## src/hdl/syndrome_pkg.sv

```systemverilog
// shared constants and carriers for the exception syndrome encoder
package syndrome_pkg;

    // ************************************************************
    // register map (word offsets are byte addresses)
    // ************************************************************
    localparam logic [7:0] OFF_SYNDROME = 8'h00;
    localparam logic [7:0] OFF_STATUS = 8'h04;
    localparam logic [7:0] OFF_CONTROL = 8'h08;
    localparam logic [7:0] OFF_COUNT = 8'h0C;
    localparam logic [31:0] RST_CONTROL = 32'h0000_0000;
    localparam int CTRL_CLEAR_BIT = 0;
    localparam int CTRL_HOLD_BIT = 1;
    localparam int STAT_VALID_BIT = 0;
    localparam int STAT_OVER_BIT = 1;

    // ************************************************************
    // exception classes
    // ************************************************************
    localparam logic [5:0] EC_CALL = 6'h11;
    localparam logic [5:0] EC_FETCH = 6'h20;
    localparam logic [5:0] EC_FETCH_DBG = 6'h21;
    localparam logic [5:0] EC_DATA = 6'h24;
    localparam logic [5:0] EC_ILLEGAL = 6'h0E;
    localparam logic [5:0] EC_PC_ALIGN = 6'h22;
    localparam logic [5:0] EC_HYP_CALL = 6'h12;

    // ************************************************************
    // fault codes
    // ************************************************************
    localparam logic [5:0] FSC_TRANSL = 6'h04;
    localparam logic [5:0] FSC_PERM = 6'h0C;
    localparam logic [5:0] FSC_EXT = 6'h10;
    localparam logic [5:0] FSC_PARITY = 6'h18;
    localparam logic [5:0] FSC_SERR = 6'h11;
    localparam logic [5:0] FSC_SERR_PAR = 6'h19;
    localparam logic [5:0] FSC_ALIGN = 6'h21;
    localparam logic [5:0] FSC_DEBUG = 6'h22;
    localparam logic [5:0] FSC_LOCKDOWN = 6'h34;
    localparam logic [5:0] FSC_EXCL = 6'h35;

    // ************************************************************
    // syndrome field positions
    // ************************************************************
    localparam int ISS_W = 25;
    localparam int POS_VALID = 24;
    localparam int POS_SIZE = 22;
    localparam int POS_SEXT = 21;
    localparam int POS_REG = 16;
    localparam int POS_ACQREL = 14;
    localparam int POS_FNV = 10;
    localparam int POS_EA = 9;
    localparam int POS_CM = 8;
    localparam int POS_WNR = 6;
    localparam logic [1:0] SIZE_DWORD = 2'h3;

    typedef enum logic [3:0] {
        K_CALL = 4'h1,
        K_FETCH = 4'h2,
        K_ILLEGAL = 4'h4,
        K_DATA = 4'h8
    } exc_kind_e;

    typedef enum logic [1:0] {
        CALL_HVC = 2'h0,
        CALL_SVC_WIDE = 2'h1,
        CALL_SVC_SHORT = 2'h2
    } call_form_e;

    // one exception report from the pipeline / memory system
    typedef struct packed {
        logic take;
        exc_kind_e kind;
        logic pc_align;
        call_form_e call_form;
        logic call_cond;
        logic general_trap_enable;
        logic [23:0] long_immediate;
        logic [15:0] call_immediate;
        logic [7:0] short_immediate;
        logic fetch_debug;
        logic [5:0] fault_code;
        logic fault_addr_invalid;
        logic is_external;
        logic ext_abort_class;
        logic stage2;
        logic single_ldst;
        logic writeback;
        logic uses_pc;
        logic unpriv;
        logic debug_mem_mode;
        logic [1:0] access_size;
        logic is_load;
        logic sign_ext;
        logic [3:0] transfer_register;
        logic acq_rel;
        logic synchronous;
        logic cache_maint;
        logic is_write;
    } exc_report_s;

    typedef struct packed {
        logic [5:0] exception_class_code;
        logic [ISS_W-1:0] instr_specific_syndrome;
    } syndrome_s;

endpackage

```

## src/hdl/exception_syndrome_encoder.sv

```systemverilog
// exception syndrome encoder with wishbone register access
//
// Summary of operation
// [RL1] call syndrome: immediate low, upper bits zero
// [RL2] supervisor call immediate from long or short
// [RL3] conditional supervisor call immediate is don't-care
// [RL4] trapped supervisor call uses class 0b010001
// [RL5] fetch address-invalid only with external code
// [RL6] external abort class zero when not external
// [RL7] fetch fault codes; debug only with 0b100001
// [RL8] fetch aborts use class 0b100000
// [RL9] illegal return / pc alignment: syndrome zero
// [RL10] syndrome-valid clear forces bits 23:14 zero
// [RL11] valid only for qualifying stage 2 accesses
// [RL12] debug memory mode makes valid bits loose
// [RL13] unprivileged variants never give valid syndrome
// [RL14] access size in bits 23:22
// [RL15] sign extend only for byte/half/word loads
// [RL16] transfer register number in bits 19:16
// [RL17] acquire/release flag in bit 14
// [RL18] data address-invalid only with external code
// [RL19] cache maintenance bit zero for asynchronous aborts
// [RL20] write-not-read, forced one for maintenance
// [RL21] data fault code set
// [RL22] data aborts use class 0b100100
// [RL23] syndrome written whole in the taking cycle
`timescale 1ns/100ps
module exception_syndrome_encoder (
    input wire logic clk_i, // core clock, 250 MHz
    input wire logic rst_i, // sync reset, high
    input wire syndrome_pkg::exc_report_s exc_i, // exception report
    input wire logic cyc_i, // wishbone cycle
    input wire logic stb_i, // wishbone strobe
    input wire logic we_i, // wishbone write
    input wire logic [3:0] sel_i, // wishbone byte selects
    input wire logic [7:0] adr_i, // wishbone byte address
    input wire logic [31:0] dat_i, // wishbone write data
    output logic [31:0] dat_o, // wishbone read data
    output logic ack_o, // wishbone ack
    output logic [24:0] instr_specific_syndrome_o, // held syndrome
    output logic [5:0] exception_class_code_o, // held class
    output logic syndrome_update_o // pulse: new syndrome written
);
    import syndrome_pkg::*;

    // ************************************************************
    // fault code checks
    // ************************************************************
    function automatic logic fetch_code_ok(input logic [5:0] c);
        fetch_code_ok = (c == FSC_TRANSL) || (c == FSC_PERM) ||
            (c == FSC_EXT) || (c == FSC_PARITY) || (c == FSC_DEBUG);
    endfunction

    function automatic logic data_code_ok(input logic [5:0] c);
        data_code_ok = fetch_code_ok(c) || (c == FSC_SERR) ||
            (c == FSC_SERR_PAR) || (c == FSC_ALIGN) ||
            (c == FSC_LOCKDOWN) || (c == FSC_EXCL);
    endfunction

    // ************************************************************
    // supervisor / hypervisor call
    // ************************************************************
    logic [15:0] call_imm;
    logic [ISS_W-1:0] call_iss;
    logic [5:0] call_ec;

    // [RL2] immediate by encoding form
    // [RL3] conditional call passes the immediate through unchecked
    assign call_imm = (exc_i.call_form == CALL_HVC) ? exc_i.call_immediate :
        (exc_i.call_form == CALL_SVC_WIDE) ? exc_i.long_immediate[15:0] :
        {8'h00, exc_i.short_immediate};
    // [RL1] upper bits zero
    assign call_iss = {9'h000, call_imm};
    // [RL4] trapped supervisor call class
    assign call_ec = (exc_i.call_form == CALL_HVC) ? EC_HYP_CALL : EC_CALL;

    // ************************************************************
    // instruction fetch abort
    // ************************************************************
    logic [5:0] fetch_code;
    logic [ISS_W-1:0] fetch_iss;
    logic [5:0] fetch_ec;
    logic fetch_dbg;

    // [RL7] unknown codes fold to translation, debug follows class
    assign fetch_dbg = exc_i.fetch_debug;
    assign fetch_code = fetch_dbg ? FSC_DEBUG :
        (fetch_code_ok(exc_i.fault_code) &&
        exc_i.fault_code != FSC_DEBUG) ? exc_i.fault_code : FSC_TRANSL;
    // [RL5] [RL6] address-invalid and external class gating
    always_comb begin
        fetch_iss = '0;
        fetch_iss[5:0] = fetch_code;
        fetch_iss[POS_FNV] = (fetch_code == FSC_EXT) &
            exc_i.fault_addr_invalid;
        fetch_iss[POS_EA] = exc_i.is_external & exc_i.ext_abort_class;
    end
    // [RL8] fetch abort class
    assign fetch_ec = fetch_dbg ? EC_FETCH_DBG : EC_FETCH;

    // ************************************************************
    // data abort
    // ************************************************************
    logic [5:0] data_code;
    logic iss_ok;
    logic [ISS_W-1:0] data_iss;
    logic [5:0] data_ec;
    logic is_cm;

    // [RL21] [RL22] code set, debug code only with data class
    assign data_code = data_code_ok(exc_i.fault_code) ?
        exc_i.fault_code : FSC_TRANSL;
    // [RL11] [RL13] qualifying stage 2 single access
    // [RL12] debug memory mode treated as not qualifying
    assign iss_ok = exc_i.stage2 & exc_i.single_ldst & ~exc_i.writeback &
        ~exc_i.uses_pc & ~exc_i.unpriv & ~exc_i.debug_mem_mode;
    assign is_cm = exc_i.synchronous & exc_i.cache_maint;

    always_comb begin
        data_iss = '0;
        data_iss[5:0] = data_code;
        // [RL10] valid bit gates 23:14
        data_iss[POS_VALID] = iss_ok;
        if (iss_ok) begin
            // [RL14] access size
            data_iss[POS_SIZE +: 2] = exc_i.access_size;
            // [RL15] sign extension only for loads below doubleword
            data_iss[POS_SEXT] = exc_i.is_load & exc_i.sign_ext &
                (exc_i.access_size != SIZE_DWORD);
            // [RL16] transfer register
            data_iss[POS_REG +: 4] = exc_i.transfer_register;
            // [RL17] acquire/release
            data_iss[POS_ACQREL] = exc_i.acq_rel;
        end
        // [RL18] address-invalid only with external code
        data_iss[POS_FNV] = (data_code == FSC_EXT) &
            exc_i.fault_addr_invalid;
        // [RL6] external class
        data_iss[POS_EA] = exc_i.is_external & exc_i.ext_abort_class;
        // [RL19] maintenance bit only synchronous
        data_iss[POS_CM] = is_cm;
        // [RL20] write-not-read, forced for maintenance
        data_iss[POS_WNR] = is_cm | exc_i.is_write;
    end
    assign data_ec = EC_DATA;

    // ************************************************************
    // format select
    // ************************************************************
    syndrome_s sel_syn;
    syndrome_s held_syn;
    logic take;
    logic [31:0] ctrl_q;

    assign take = exc_i.take & ~ctrl_q[CTRL_HOLD_BIT];
    // [RL9] illegal state and pc alignment give all zero
    always_comb begin
        sel_syn = '0;
        case (exc_i.kind)
            K_CALL: begin
                sel_syn.exception_class_code = call_ec;
                sel_syn.instr_specific_syndrome = call_iss;
            end
            K_FETCH: begin
                sel_syn.exception_class_code = fetch_ec;
                sel_syn.instr_specific_syndrome = fetch_iss;
            end
            K_ILLEGAL: begin
                sel_syn.exception_class_code = exc_i.pc_align ?
                    EC_PC_ALIGN : EC_ILLEGAL;
                sel_syn.instr_specific_syndrome = '0;
            end
            K_DATA: begin
                sel_syn.exception_class_code = data_ec;
                sel_syn.instr_specific_syndrome = data_iss;
            end
            default: begin
                sel_syn = '0;
            end
        endcase
    end

    // [RL23] whole syndrome loaded at the taking edge
    syndrome_reg syndrome_reg_inst (
        .clk_i(clk_i),
        .rst_i(rst_i),
        .load_i(take),
        .data_i(sel_syn),
        .data_o(held_syn)
    );

    // ************************************************************
    // register access
    // ************************************************************
    logic bus_req;
    logic wr_ctrl;
    logic [31:0] ctrl_d;
    logic valid_q;
    logic over_q;
    logic [15:0] count_q;
    logic update_q;
    logic [31:0] rd_mux;
    logic [31:0] rdata_q;
    logic clr;

    wb_slave wb_slave_inst (
        .clk_i(clk_i),
        .rst_i(rst_i),
        .cyc_i(cyc_i),
        .stb_i(stb_i),
        .ack_o(ack_o),
        .req_o(bus_req)
    );

    assign wr_ctrl = bus_req & we_i & (adr_i == OFF_CONTROL) & sel_i[0];
    assign ctrl_d = {ctrl_q[31:2], dat_i[CTRL_HOLD_BIT], 1'b0};
    assign clr = wr_ctrl & dat_i[CTRL_CLEAR_BIT];

    assign rd_mux = (adr_i == OFF_SYNDROME) ? {1'b0, held_syn} :
        (adr_i == OFF_STATUS) ? {30'h0, over_q, valid_q} :
        (adr_i == OFF_CONTROL) ? ctrl_q :
        (adr_i == OFF_COUNT) ? {16'h0, count_q} : 32'h0;

    always_ff @(posedge clk_i) begin
        if (rst_i) begin
            ctrl_q <= RST_CONTROL;
            rdata_q <= 32'h0;
        end else begin
            if (wr_ctrl) begin
                ctrl_q <= ctrl_d;
            end
            if (bus_req & ~we_i) begin
                rdata_q <= rd_mux;
            end
        end
    end

    // status: set wins over clear for valid, clear wins over set for overrun
    always_ff @(posedge clk_i) begin
        if (rst_i) begin
            valid_q <= 1'b0;
            over_q <= 1'b0;
            count_q <= 16'h0;
            update_q <= 1'b0;
        end else begin
            update_q <= take;
            valid_q <= take | (valid_q & ~clr);
            over_q <= (take & valid_q & ~clr) | (over_q & ~clr);
            if (take) begin
                count_q <= count_q + 16'h1;
            end
        end
    end

    assign dat_o = rdata_q;
    assign instr_specific_syndrome_o = held_syn.instr_specific_syndrome;
    assign exception_class_code_o = held_syn.exception_class_code;
    assign syndrome_update_o = update_q;
endmodule

```

## src/hdl/syndrome_reg.sv

```systemverilog
// holding register for the hypervisor syndrome word
`timescale 1ns/100ps
module syndrome_reg (
    input wire logic clk_i, // core clock
    input wire logic rst_i, // sync reset, high
    input wire logic load_i, // take a new syndrome
    input wire syndrome_pkg::syndrome_s data_i, // new syndrome
    output syndrome_pkg::syndrome_s data_o // held syndrome
);
    import syndrome_pkg::*;

    syndrome_s hold_q;

    // whole word replaced in one edge
    always_ff @(posedge clk_i) begin
        if (rst_i) begin
            hold_q <= '0;
        end else if (load_i) begin
            hold_q <= data_i;
        end
    end

    assign data_o = hold_q;
endmodule

```

## src/hdl/wb_slave.sv

```systemverilog
// classic wishbone slave front end with registered ack
`timescale 1ns/100ps
module wb_slave (
    input wire logic clk_i, // core clock
    input wire logic rst_i, // sync reset, high
    input wire logic cyc_i, // bus cycle
    input wire logic stb_i, // strobe
    output logic ack_o, // registered ack
    output logic req_o // one-cycle access accepted
);
    logic ack_q;

    // one ack per request, then drop
    always_ff @(posedge clk_i) begin
        if (rst_i) begin
            ack_q <= 1'b0;
        end else begin
            ack_q <= cyc_i & stb_i & ~ack_q;
        end
    end

    assign ack_o = ack_q;
    assign req_o = cyc_i & stb_i & ~ack_q;
endmodule

```

## config.mk

```make
export PLATFORM = sky130hd
export DESIGN_NAME = exception_syndrome_encoder
export DESIGN_NICKNAME = d
export VERILOG_FILES = /design/src/hdl/syndrome_pkg.sv /design/src/hdl/exception_syndrome_encoder.sv /design/src/hdl/syndrome_reg.sv /design/src/hdl/wb_slave.sv
export SDC_FILE = /design/constraint.sdc
export NUM_CORES = 1
export LEC_CHECK = 0
export BUFFER_PORTS_ARGS = -buffer_cell sky130_fd_sc_hd__buf_2
export CORE_ASPECT_RATIO = 0.5
export CORE_UTILIZATION = 40
export CTS_CLUSTER_SIZE = 16
export DETAILED_ROUTE_END_ITERATION = 16
export MAX_ROUTING_LAYER = met4
export PLACE_DENSITY = 0.8
export SETUP_SLACK_MARGIN = 0.3
export SYNTH_ARGS = -nofsm -noshare
export SYNTH_HDL_FRONTEND = slang
export SYNTH_HIERARCHICAL = 1
export SYNTH_SLANG_ARGS = --single-unit
```

## constraint.sdc

```tcl
create_clock -name clk_i -period 1.7 [get_ports clk_i]
set_clock_uncertainty 0.2 [all_clocks]
set_input_delay 0.085 -clock clk_i [delete_from_list [all_inputs] [get_ports clk_i]]
set_output_delay 0.085 -clock clk_i [all_outputs]
set_load 0.01 [all_outputs]
```

# After elaboration in Yosys (flattened, before gate mapping)
# Index checks and enable logic that the tools add are counted.
dict set report op_classes {
  add_sub_neg 1
  n_eq_ne 22
  muxes 16
  n_bitwise 34
  reduce_logical 12
}
# operator n
set op_table {}
lappend op_table {{31-bit case mux with 4 select lines} 1}
lappend op_table {{16-bit 2-to-1 mux} 5}
lappend op_table {{6-bit by 5-bit == test with 1-bit output, second input constant} 6}
lappend op_table {{31-bit 2-to-1 mux} 1}
lappend op_table {{6-bit == test, second input constant} 4}
lappend op_table {{6-bit 2-to-1 mux} 4}
lappend op_table {{1-bit AND} 23}
lappend op_table {{16-bit by 1-bit adder with 16-bit output, second input constant} 1}
lappend op_table {{8-bit by 4-bit == test with 1-bit output, second input constant} 2}
lappend op_table {{1-bit logical OR} 9}
lappend op_table {{8-bit by 3-bit == test with 1-bit output, second input constant} 1}
lappend op_table {{8-bit zero test} 1}
lappend op_table {{1-bit NOT} 8}
lappend op_table {{6-bit by 3-bit == test with 1-bit output, second input constant} 1}
lappend op_table {{6-bit by 4-bit == test with 1-bit output, second input constant} 1}
lappend op_table {{6-bit inequality test, second input constant} 1}
lappend op_table {{4-bit by 1-bit == test with 1-bit output, second input constant} 1}
lappend op_table {{4-bit by 2-bit == test with 1-bit output, second input constant} 1}
lappend op_table {{4-bit by 3-bit == test with 1-bit output, second input constant} 1}
lappend op_table {{4-bit == test, second input constant} 1}
lappend op_table {{4-bit 2-to-1 mux} 1}
lappend op_table {{3-bit 2-to-1 mux} 1}
lappend op_table {{1-bit bitwise OR} 3}
lappend op_table {{2-bit by 1-bit == test with 1-bit output, second input constant} 1}
lappend op_table {{5 further kinds} 6}
dict set report word_totals {
  register_bits 84
  output_inout_bits 65
}

# Longest topological paths before layout
# Gate-level depths: netlist of the first run.
dict set report depth {
  depth_word 14
  mapped_depth 9
  mapped_depth_nobuf 8
}

# Modules after synthesis
# Netlist of the first run, hierarchy kept.
# mod instances cells_per_inst area_each_um2 seq_area_each_um2
set by_module_without_submodules {}
lappend by_module_without_submodules {exception_syndrome_encoder 1 376 3007.9 1021.0}
lappend by_module_without_submodules {syndrome_reg 1 100 1129.8 620.6}
lappend by_module_without_submodules {wb_slave 1 3 42.5 20.0}

# Worst setup path after synthesis of the first run
# No wires, ideal clock.
dict set report synth_timing {
  path_kind {register to register}
  startpoint {register wb_slave_inst.ack_q (netlist: wb_slave_inst/ack_o)}
  endpoint {register rdata_q[20] (netlist: dat_o[20])}
  arrival_ps 1602
  required_ps 1435
  slack_ps -168
  stages_incl_launch_ff 9
  n_path_buf 3
  synth_period_minus_slack_ps 1868
  path_cell_list {dfxtp_1 and3b_2 nor2b_1 clkbuf_1 and4_1 clkbuf_1 buf_4 a22oi_1 nor2_1}
}
dict set report synth_between {
  elab_chain_len 3
}
# item line
set synth_rtl {}
lappend synth_rtl {{from (decl)} wb_slave.sv:11} ;# logic ack_q;
lappend synth_rtl {{from (signal assigned)} wb_slave.sv:18} ;# ack_q <= cyc_i & stb_i & ~ack_q;
lappend synth_rtl {{1-bit NOT} wb_slave.sv:23} ;# assign req_o = cyc_i & stb_i & ~ack_q;
lappend synth_rtl {{1-bit AND} wb_slave.sv:23}
lappend synth_rtl {{net bus_req} exception_syndrome_encoder.sv:195} ;# logic bus_req;
lappend synth_rtl {{1-bit AND} exception_syndrome_encoder.sv:232} ;# if (bus_req & ~we_i) begin
lappend synth_rtl {{to (signal assigned)} exception_syndrome_encoder.sv:233} ;# rdata_q <= rd_mux;
lappend synth_rtl {{to (decl)} exception_syndrome_encoder.sv:203} ;# logic [31:0] rdata_q;
# The timed path passes the listed nets, and every way through them passes these cells.
# A chain may end at the register's enable or synchronous reset.

# Worst setup path in the final report of the first run
dict set report layout_timing {
  startpoint {register ctrl_q[1]}
  endpoint {register syndrome_reg_inst.hold_q, in the netlist syndrome_reg_inst/data_o[29]}
}
dict set report layout_between {
  elab_chain_len 2
}
# item line
set layout_rtl {}
lappend layout_rtl {{from (decl)} exception_syndrome_encoder.sv:153} ;# logic [31:0] ctrl_q;
lappend layout_rtl {{from (signal assigned)} exception_syndrome_encoder.sv:230} ;# ctrl_q <= ctrl_d;
lappend layout_rtl {{1-bit NOT} exception_syndrome_encoder.sv:155} ;# assign take = exc_i.take & ~ctrl_q[CTRL_HOLD_BIT];
lappend layout_rtl {{1-bit AND} exception_syndrome_encoder.sv:155}
lappend layout_rtl {{net take} exception_syndrome_encoder.sv:152} ;# logic take;
lappend layout_rtl {{to (signal assigned)} syndrome_reg.sv:19} ;# hold_q <= data_i;
lappend layout_rtl {{to (decl)} syndrome_reg.sv:12} ;# syndrome_s hold_q;
# The timed path passes the listed nets, and every way through them passes these cells.

==> impl_metrics.json, run 1 <==
{
  "cp.required_ps": 1710,
  "cpPeakStageDelay_ps": 440,
  "violations": "negative setup slack",
  "grt_max_degree": 23,
  "crit_fanout": 6,
  "core-area_um2": 9790,
  "period_needed_ps": 2160,
  "final_net_count": 847,
  "dr_total_vias": 5320,
  "yosys.area_share.simple": 0.236,
  "synthFlopType": "dfxtp_1",
  "layout.cells.non_filler": 851,
  "synth_enable_flop_cells": 0,
  "final-hold-violation-count": 0,
  "setup_slack_ps": -460,
  "cts_tree": "built",
  "synth_compound_area_frac": 0.154,
  "start_util": 0.427,
  "place_ws_ps": -219,
  "post-route-drc-count": 0,
  "clkLatencyLatePin_ps": 360,
  "filler_cell_count": 566,
  "synth_cell_types": 62,
  "rsz0062_at_grt": "true",
  "dieArea_um2": 10900,
  "yosys_register_bits": 83,
  "irDropWorstVdd_v": 0.000457,
  "synthAdderAreaFrac": 0.00299,
  "async_reset_ff_frac": 0,
  "synth_top_family_by_area": "simple AND/OR/NAND/NOR gates",
  "layout.area.seq_um2": 1680,
  "cts.path.max_buffers": 2,
  "place_area_um2": 5440,
  "fin_util": 0.729,
  "cap_viol_max_count": 0,
  "place_hpwl_um": 9480,
  "die-width_um": 147,
  "crit_path_start_kind": "flop",
  "max_freq_ghz": 0.463,
  "fin_area_um2": 7140,
  "cp-end-kind": "flop",
  "grt_pass1_wl_um": 27500,
  "syn_inst": 479,
  "wl_per_cell_um": 24.7,
  "cts_buffers": 9,
  "yosysSeqAreaShare": 0.397,
  "crit_chain": "buf_6 -> buf_6 -> nand2b_4 -> inv_8 -> buf_12 -> buf_12 -> buf_16 -> mux2i_2 -> nor2_1",
  "ant_nets": 0,
  "finalMaxSlewViolations": 0,
  "drive_above_1_share": 0.531,
  "synth.avg_cell_area_um2": 8.73,
  "multi_input_area_um2": 2900,
  "drt_iter0_drc": 766,
  "synthMuxAreaShare": 0.126,
  "fp.dieH_um": 74.3,
  "viasPerCell": 6.25,
  "grt_overflow": 0,
  "critPathKind": "reg2reg",
  "power_leakage_nw": 3.20,
  "clkSinkCount": 83,
  "area_growth_pct": 70.8,
  "cts-root-buf": "clkbuf_16",
  "antenna_cells": 0,
  "pwr_density_cell_nw_per_um2": 744,
  "grt_usage": 0.345,
  "row_count": 25,
  "crit_path_top_delay_cell": "mux2i_2",
  "wl_um": 21000,
  "gp_congestion": 0.903,
  "netlist_area_um2": 4180,
  "finalPower_mw": 5.31,
  "outcome": "finished, violations left",
  "worstPathArrival_ps": 2170,
  "io_pins": 200,
  "yosysWarnings": 6,
  "fin_crit_sh": 1.27,
  "setup_tns_ps": -3370,
  "min_path_type": "in2reg",
  "clk_pin_slew_worst_paths_ps": 80,
  "grt_antenna_before_repair": 0,
  "grt_pass1_vias": 5104,
  "dp_cells": 780,
  "timing.hold.ws_ps": 19.4,
  "htree_levels": 3,
  "setup_viol": 36,
  "firstDrtPassIters": 6,
  "synth_xor_xnor_area_share": 0.0230,
  "r2r_slack_ps": -460,
  "port_buffers": 155
}
## cell type report
cell class	instances	area share
timing repair buffer	253	0.274
tap	135	0.0237
clock inverter	7	0.0207
clock buffer	9	0.0316
multi-input combinational	353	0.407
inverter	11	0.00754
sequential	83	0.235
## Yosys cell counts, types with 4 or more instances
library cell  number  share of area
dfxtp_1           83           0.40
nor2_1            76          0.068
mux2i_1           47           0.11
nand2_1           39          0.035
a21oi_1           31          0.037
nand3_1           22          0.026
clkbuf_1          21          0.019
a22oi_1           16          0.029
a22o_1            15          0.031
inv_1             10         0.0090
o21ai_0            9          0.011
and2_1             8          0.012
nor3_1             7         0.0084
xnor2_1            7          0.015
nand2b_1           6         0.0090
nand4_1            4         0.0060
nor4_1             4         0.0060
xor2_1             4         0.0084
## report_power, final
| group | switching, mW | internal [mW] |
|---|---|---|
| logic | 0.406 | 0.375 |
| registers | 0.0241 | 1.96 |
| clock network | 0.941 | 1.60 |
## registers in the layout (all words and copies together), names as in the netlist
signal                    flops
wb_slave_inst/ack_o           1
count_q                      16
syndrome_update_o             1
ctrl_q                        1
valid_q                       1
over_q                        1
syndrome_reg_inst/data_o     31
dat_o                        31
## cells in the final DEF (no fill, tap or decap), types with 10 or more instances in the layout
master	instances
a22o_1	15
a21oi_1	12
nand2_1	20
nand2_4	16
buf_4	41
a22oi_2	15
nand3_1	16
mux2i_1	40
nor2_1	72
a21oi_2	18
buf_16	10
buf_6	20
dlygate4sd3_1	19
dfxtp_1	73
buf_2	153
## critical path: cells and delay by family (launching register included)
family / cells / cell delay (ps)
buffers and inverters: 6 / 680
DFF: 1 / 370
muxes: 1 / 440
and+or+nand+nor: 2 / 310
## path summary, 6_finish.rpt
path	endpoint	start	cells past startpoint
worst max-delay path	syndrome_reg_inst/data_o[29]$_SDFFE_PP0P_	ctrl_q[1]$_SDFFE_PP0P_	9
worst min-delay path	syndrome_reg_inst/data_o[6]$_SDFFE_PP0P_	exc_i[0]	5
worst max register to register	syndrome_reg_inst/data_o[29]$_SDFFE_PP0P_	ctrl_q[1]$_SDFFE_PP0P_	9
worst min register to register	dat_o[5]$_SDFFE_PP0P_	dat_o[5]$_SDFFE_PP0P_	2
## layer usage
layer / vias to the layer above / part of all wire / track usage
met4: 0 / 0.089 / 0.200
met1: 2448 / 0.36 / 0.383
met3: 218 / 0.12 / 0.0908
met5: - / 0 / -
met2: 486 / 0.44 / 0.578
li1: 2168 / - / -
## what timing repair did
| item | in CTS | in global routing |
|---|---|---|
| resized for setup | 102 | 52 |
| endpoints found under the hold margin | 27 | 4 |
| pin swaps | 64 | 38 |
| setup endpoints to repair | 78 | 81 |
| gates cloned | 10 | 0 |
| hold buffers | 16 | 3 |
| setup buffers | 22 | 4 |
## kinds of logic (layout without fill, tap and decap cells)
kind of cell | count (synthesis) | in the layout
AND/OR/NAND/NOR | 196 | 196
buffers and inverters | 44 | 280
other | 1 | 2
AO/OA/AOI/OAI | 92 | 92
flip-flops | 83 | 83
adder cells (fa/ha/maj) | 1 | 1
XOR/XNOR | 11 | 11
multiplexers | 51 | 51
No activity file was read; power rests on OpenSTA's default activity.
==> run 2: changes to the inputs <==
Settings changed: CORE_UTILIZATION 40 to 33, PLACE_DENSITY 0.8 to 0.7, SYNTH_HIERARCHICAL 1 to default.
==> impl_metrics.json, run 2 <==
{
  "synth_enable_flop_cells": 0,
  "dieArea_um2": 12600,
  "crit_chain": "nand2b_4 -> buf_6 -> buf_12 -> a21oi_4 -> buf_12 -> nand3_2 -> a21oi_1",
  "max_freq_ghz": 0.605,
  "synth.top_cells.by_count": "81 x dfxtp_1, 65 x nor2_1, 39 x nand2_1",
  "yosysTopAreaCell": "dfxtp_1",
  "final_common_cell": "buf_2",
  "p_clk_frac": 0.471,
  "dr_total_vias": 4453,
  "firstDrtPassIters": 6,
  "pwr_density_cell_nw_per_um2": 743,
  "fp.dieH_um": 79.9,
  "port_buffers": 153,
  "hold_buffers": 36,
  "yosysWarnings": 0,
  "yosysSeqAreaShare": 0.405,
  "netlist_area_um2": 4000,
  "power_leakage_nw": 2.83,
  "synth.avg_cell_area_um2": 8.73,
  "fin_area_um2": 6720,
  "final-hold-violation-count": 1,
  "period_needed_ps": 1650,
  "synthFlopType": "dfxtp_1",
  "critPathKind": "reg2reg",
  "place_ws_ps": -130,
  "violations": "negative hold slack",
  "htree_levels": 3,
  "holdPathEnd": "wb_slave_inst.ack_o$_SDFF_PP0_",
  "crit_path_top_delay_cell": "dfxtp_2",
  "pwr-share-comb": 0.140,
  "async_reset_ff_frac": 0,
  "cp-end-kind": "flop",
  "clkLatencyLatePin_ps": 340,
  "core-area_um2": 11400,
  "cap_viol_max_count": 0,
  "grt_overflow": 0,
  "outcome": "finished, violations left",
  "cts-root-buf": "clkbuf_16",
  "yosys.area_share.simple": 0.216,
  "cts_buffers": 9,
  "worstHoldStart": "stb_i",
  "worstPathArrival_ps": 1720,
  "seq_power_share": 0.389,
  "synth_top_area_frac": 0.405,
  "synthAdderAreaFrac": 0.00313,
  "timing.hold.ws_ps": -117,
  "yosys_register_bits": 81,
  "switching_share": 0.227,
  "min_path_type": "in2reg",
  "setup_viol": 0,
  "grt_max_degree": 82,
  "synth_cell_types": 57,
  "synth_top_family_by_area": "compound AO/OA/AOI/OAI gates",
  "clk_pin_slew_worst_paths_ps": 60,
  "r2r_slack_ps": 50,
  "place_hpwl_um": 8330,
  "p_int_mw": 3.86,
  "ant_nets": 0,
  "fin_crit_sh": 0.973,
  "synthMuxAreaShare": 0.0538,
  "gp_congestion": 0.874,
  "wl_um": 14200,
  "r2r-start": "ctrl_q[1]$_SDFFE_PP0P_",
  "crit_path_start_kind": "flop",
  "irDropWorstVdd_v": 0.000552,
  "post-route-drc-count": 0,
  "r2r_cells": 7,
  "cp.required_ps": 1770,
  "grt_antenna_before_repair": 0,
  "final_net_count": 818,
  "drive_above_1_share": 0.498,
  "layout_common_cells": "152 x buf_2, 72 x dfxtp_1, 61 x nor2_1, 36 x nand2_1, 35 x dlygate4sd3_1",
  "row_count": 27,
  "wl_per_cell_um": 16.8,
  "synth_compound_area_frac": 0.227,
  "grt_pass1_wl_um": 19500,
  "grt_usage": 0.205,
  "cts.path.max_buffers": 2,
  "cpPeakStageDelay_ps": 320,
  "die-width_um": 158,
  "cts_tree": "built",
  "finalMaxSlewViolations": 0,
  "synth_xor_xnor_area_share": 0.0328,
  "p_sw_mw": 1.13,
  "io_pins": 200,
  "drt_iter0_drc": 386,
  "grt_pass1_vias": 4006,
  "crit_fanout": 7,
  "viasPerCell": 5.26,
  "yosysMostFrequentCell": "dfxtp_1",
  "r2r-end": "syndrome_reg_inst.data_o[4]$_SDFFE_PP0P_",
  "place_area_um2": 5090,
  "synth.area.top_cells": "dfxtp_1 41%, a22oi_1 6.6%, nor2_1 6.1%, mux2i_1 4.3%, nand2_1 3.7%",
  "area_growth_pct": 67.9,
  "syn_inst": 458,
  "cp_common_cell": "buf_12",
  "start_util": 0.351,
  "clkSinkCount": 81,
  "setup_slack_ps": 46.2,
  "rsz0062_at_grt": "true",
  "hold_path_depth": 3,
  "antenna_cells": 0
}
run 2: cell count changes after synthesis, moves of 6 or more:
cell,change
a21oi_2,+11
a22o_1,-14
a22oi_1,+19
a22oi_2,+10
and2_1,-6
mux2i_1,-30
nand3_1,-15
nor2_1,-11
o211ai_1,+7
o21ai_0,+11
run 2: kinds of logic after synthesis:
kind of cell | count (synthesis)
simple gates | 169
compound gates | 127
flops | 81
buf+inv | 44
mux | 20
xor+xnor | 15
fa+ha+maj | 1
other cells | 1
run 2: cell type report:
class / instances / area [um2]
multi-input combinational: 335 / 2610
tap: 159 / 199
inverter: 5 / 18.8
clock inverter: 6 / 130
sequential: 81 / 1650
fill: 899 / 4670
clock buffer: 10 / 229
timing repair buffer: 250 / 1880
run 2: metrics by stage:
step	TNS, ps	hold WS [ps]	cells	power, mW	util
2_1_floorplan	-12.0	-18.4	460	2.23	-
3_3_place_gp	-1310	88.3	758	2.40	0.447
3_5_place_dp	-2060	92.2	758	2.41	0.447
4_1_cts	0	-154	822	4.85	0.527
5_1_grt	-244	-97.9	846	5.14	0.590
6_report	0	-117	846	4.99	0.590
run 2: worst max path at each step:
stage                                              start  cells after the start                                        to
after global routing      wb_slave_inst.ack_o$_SDFF_PP0_                      6                     dat_o[3]$_SDFFE_PP0P_
after global placement                          adr_i[1]                      7                     dat_o[5]$_SDFFE_PP0P_
final                             ctrl_q[1]$_SDFFE_PP0P_                      7  syndrome_reg_inst.data_o[4]$_SDFFE_PP0P_
after CTS                 wb_slave_inst.ack_o$_SDFF_PP0_                      6                     dat_o[5]$_SDFFE_PP0P_
after floorplan                                 adr_i[1]                      7                    dat_o[10]$_SDFFE_PP0P_
after detailed placement                        adr_i[1]                      7                     dat_o[5]$_SDFFE_PP0P_
run 2: repair_timing:
action	CTS	global route
pin swaps	7	43
cloned	0	4
hold endpoints to repair	27	1
resized for setup	22	101
endpoints found under the setup margin	56	74
buffers inserted	12	20
run 2: per-layer routing:
layer,track usage,vias up,share of wire
met4,0.0680,0,0.027
met3,0.0472,39,0.056
met1,0.244,2134,0.42
met5,-,-,0
li1,-,2098,-
met2,0.343,182,0.50
run 2: power by group through the flow:
stage	logic, mW	clock network [mW]	registers (mW)
6_report	0.698	2.35	1.94
5_1_grt	0.739	2.46	1.94
4_1_cts	0.532	2.39	1.94
3_5_place_dp	0.433	0	1.98
3_3_place_gp	0.427	0	1.98
2_1_floorplan	0.247	0	1.98
run 2: worst max-delay path: cells and delay by family, from the launching register on:
kind                   cells  cell delay [ps]
AOI/OAI and AO/OA          2              380
buffers and inverters      3              420
DFF                        1              320
and+or+nand+nor            2              260
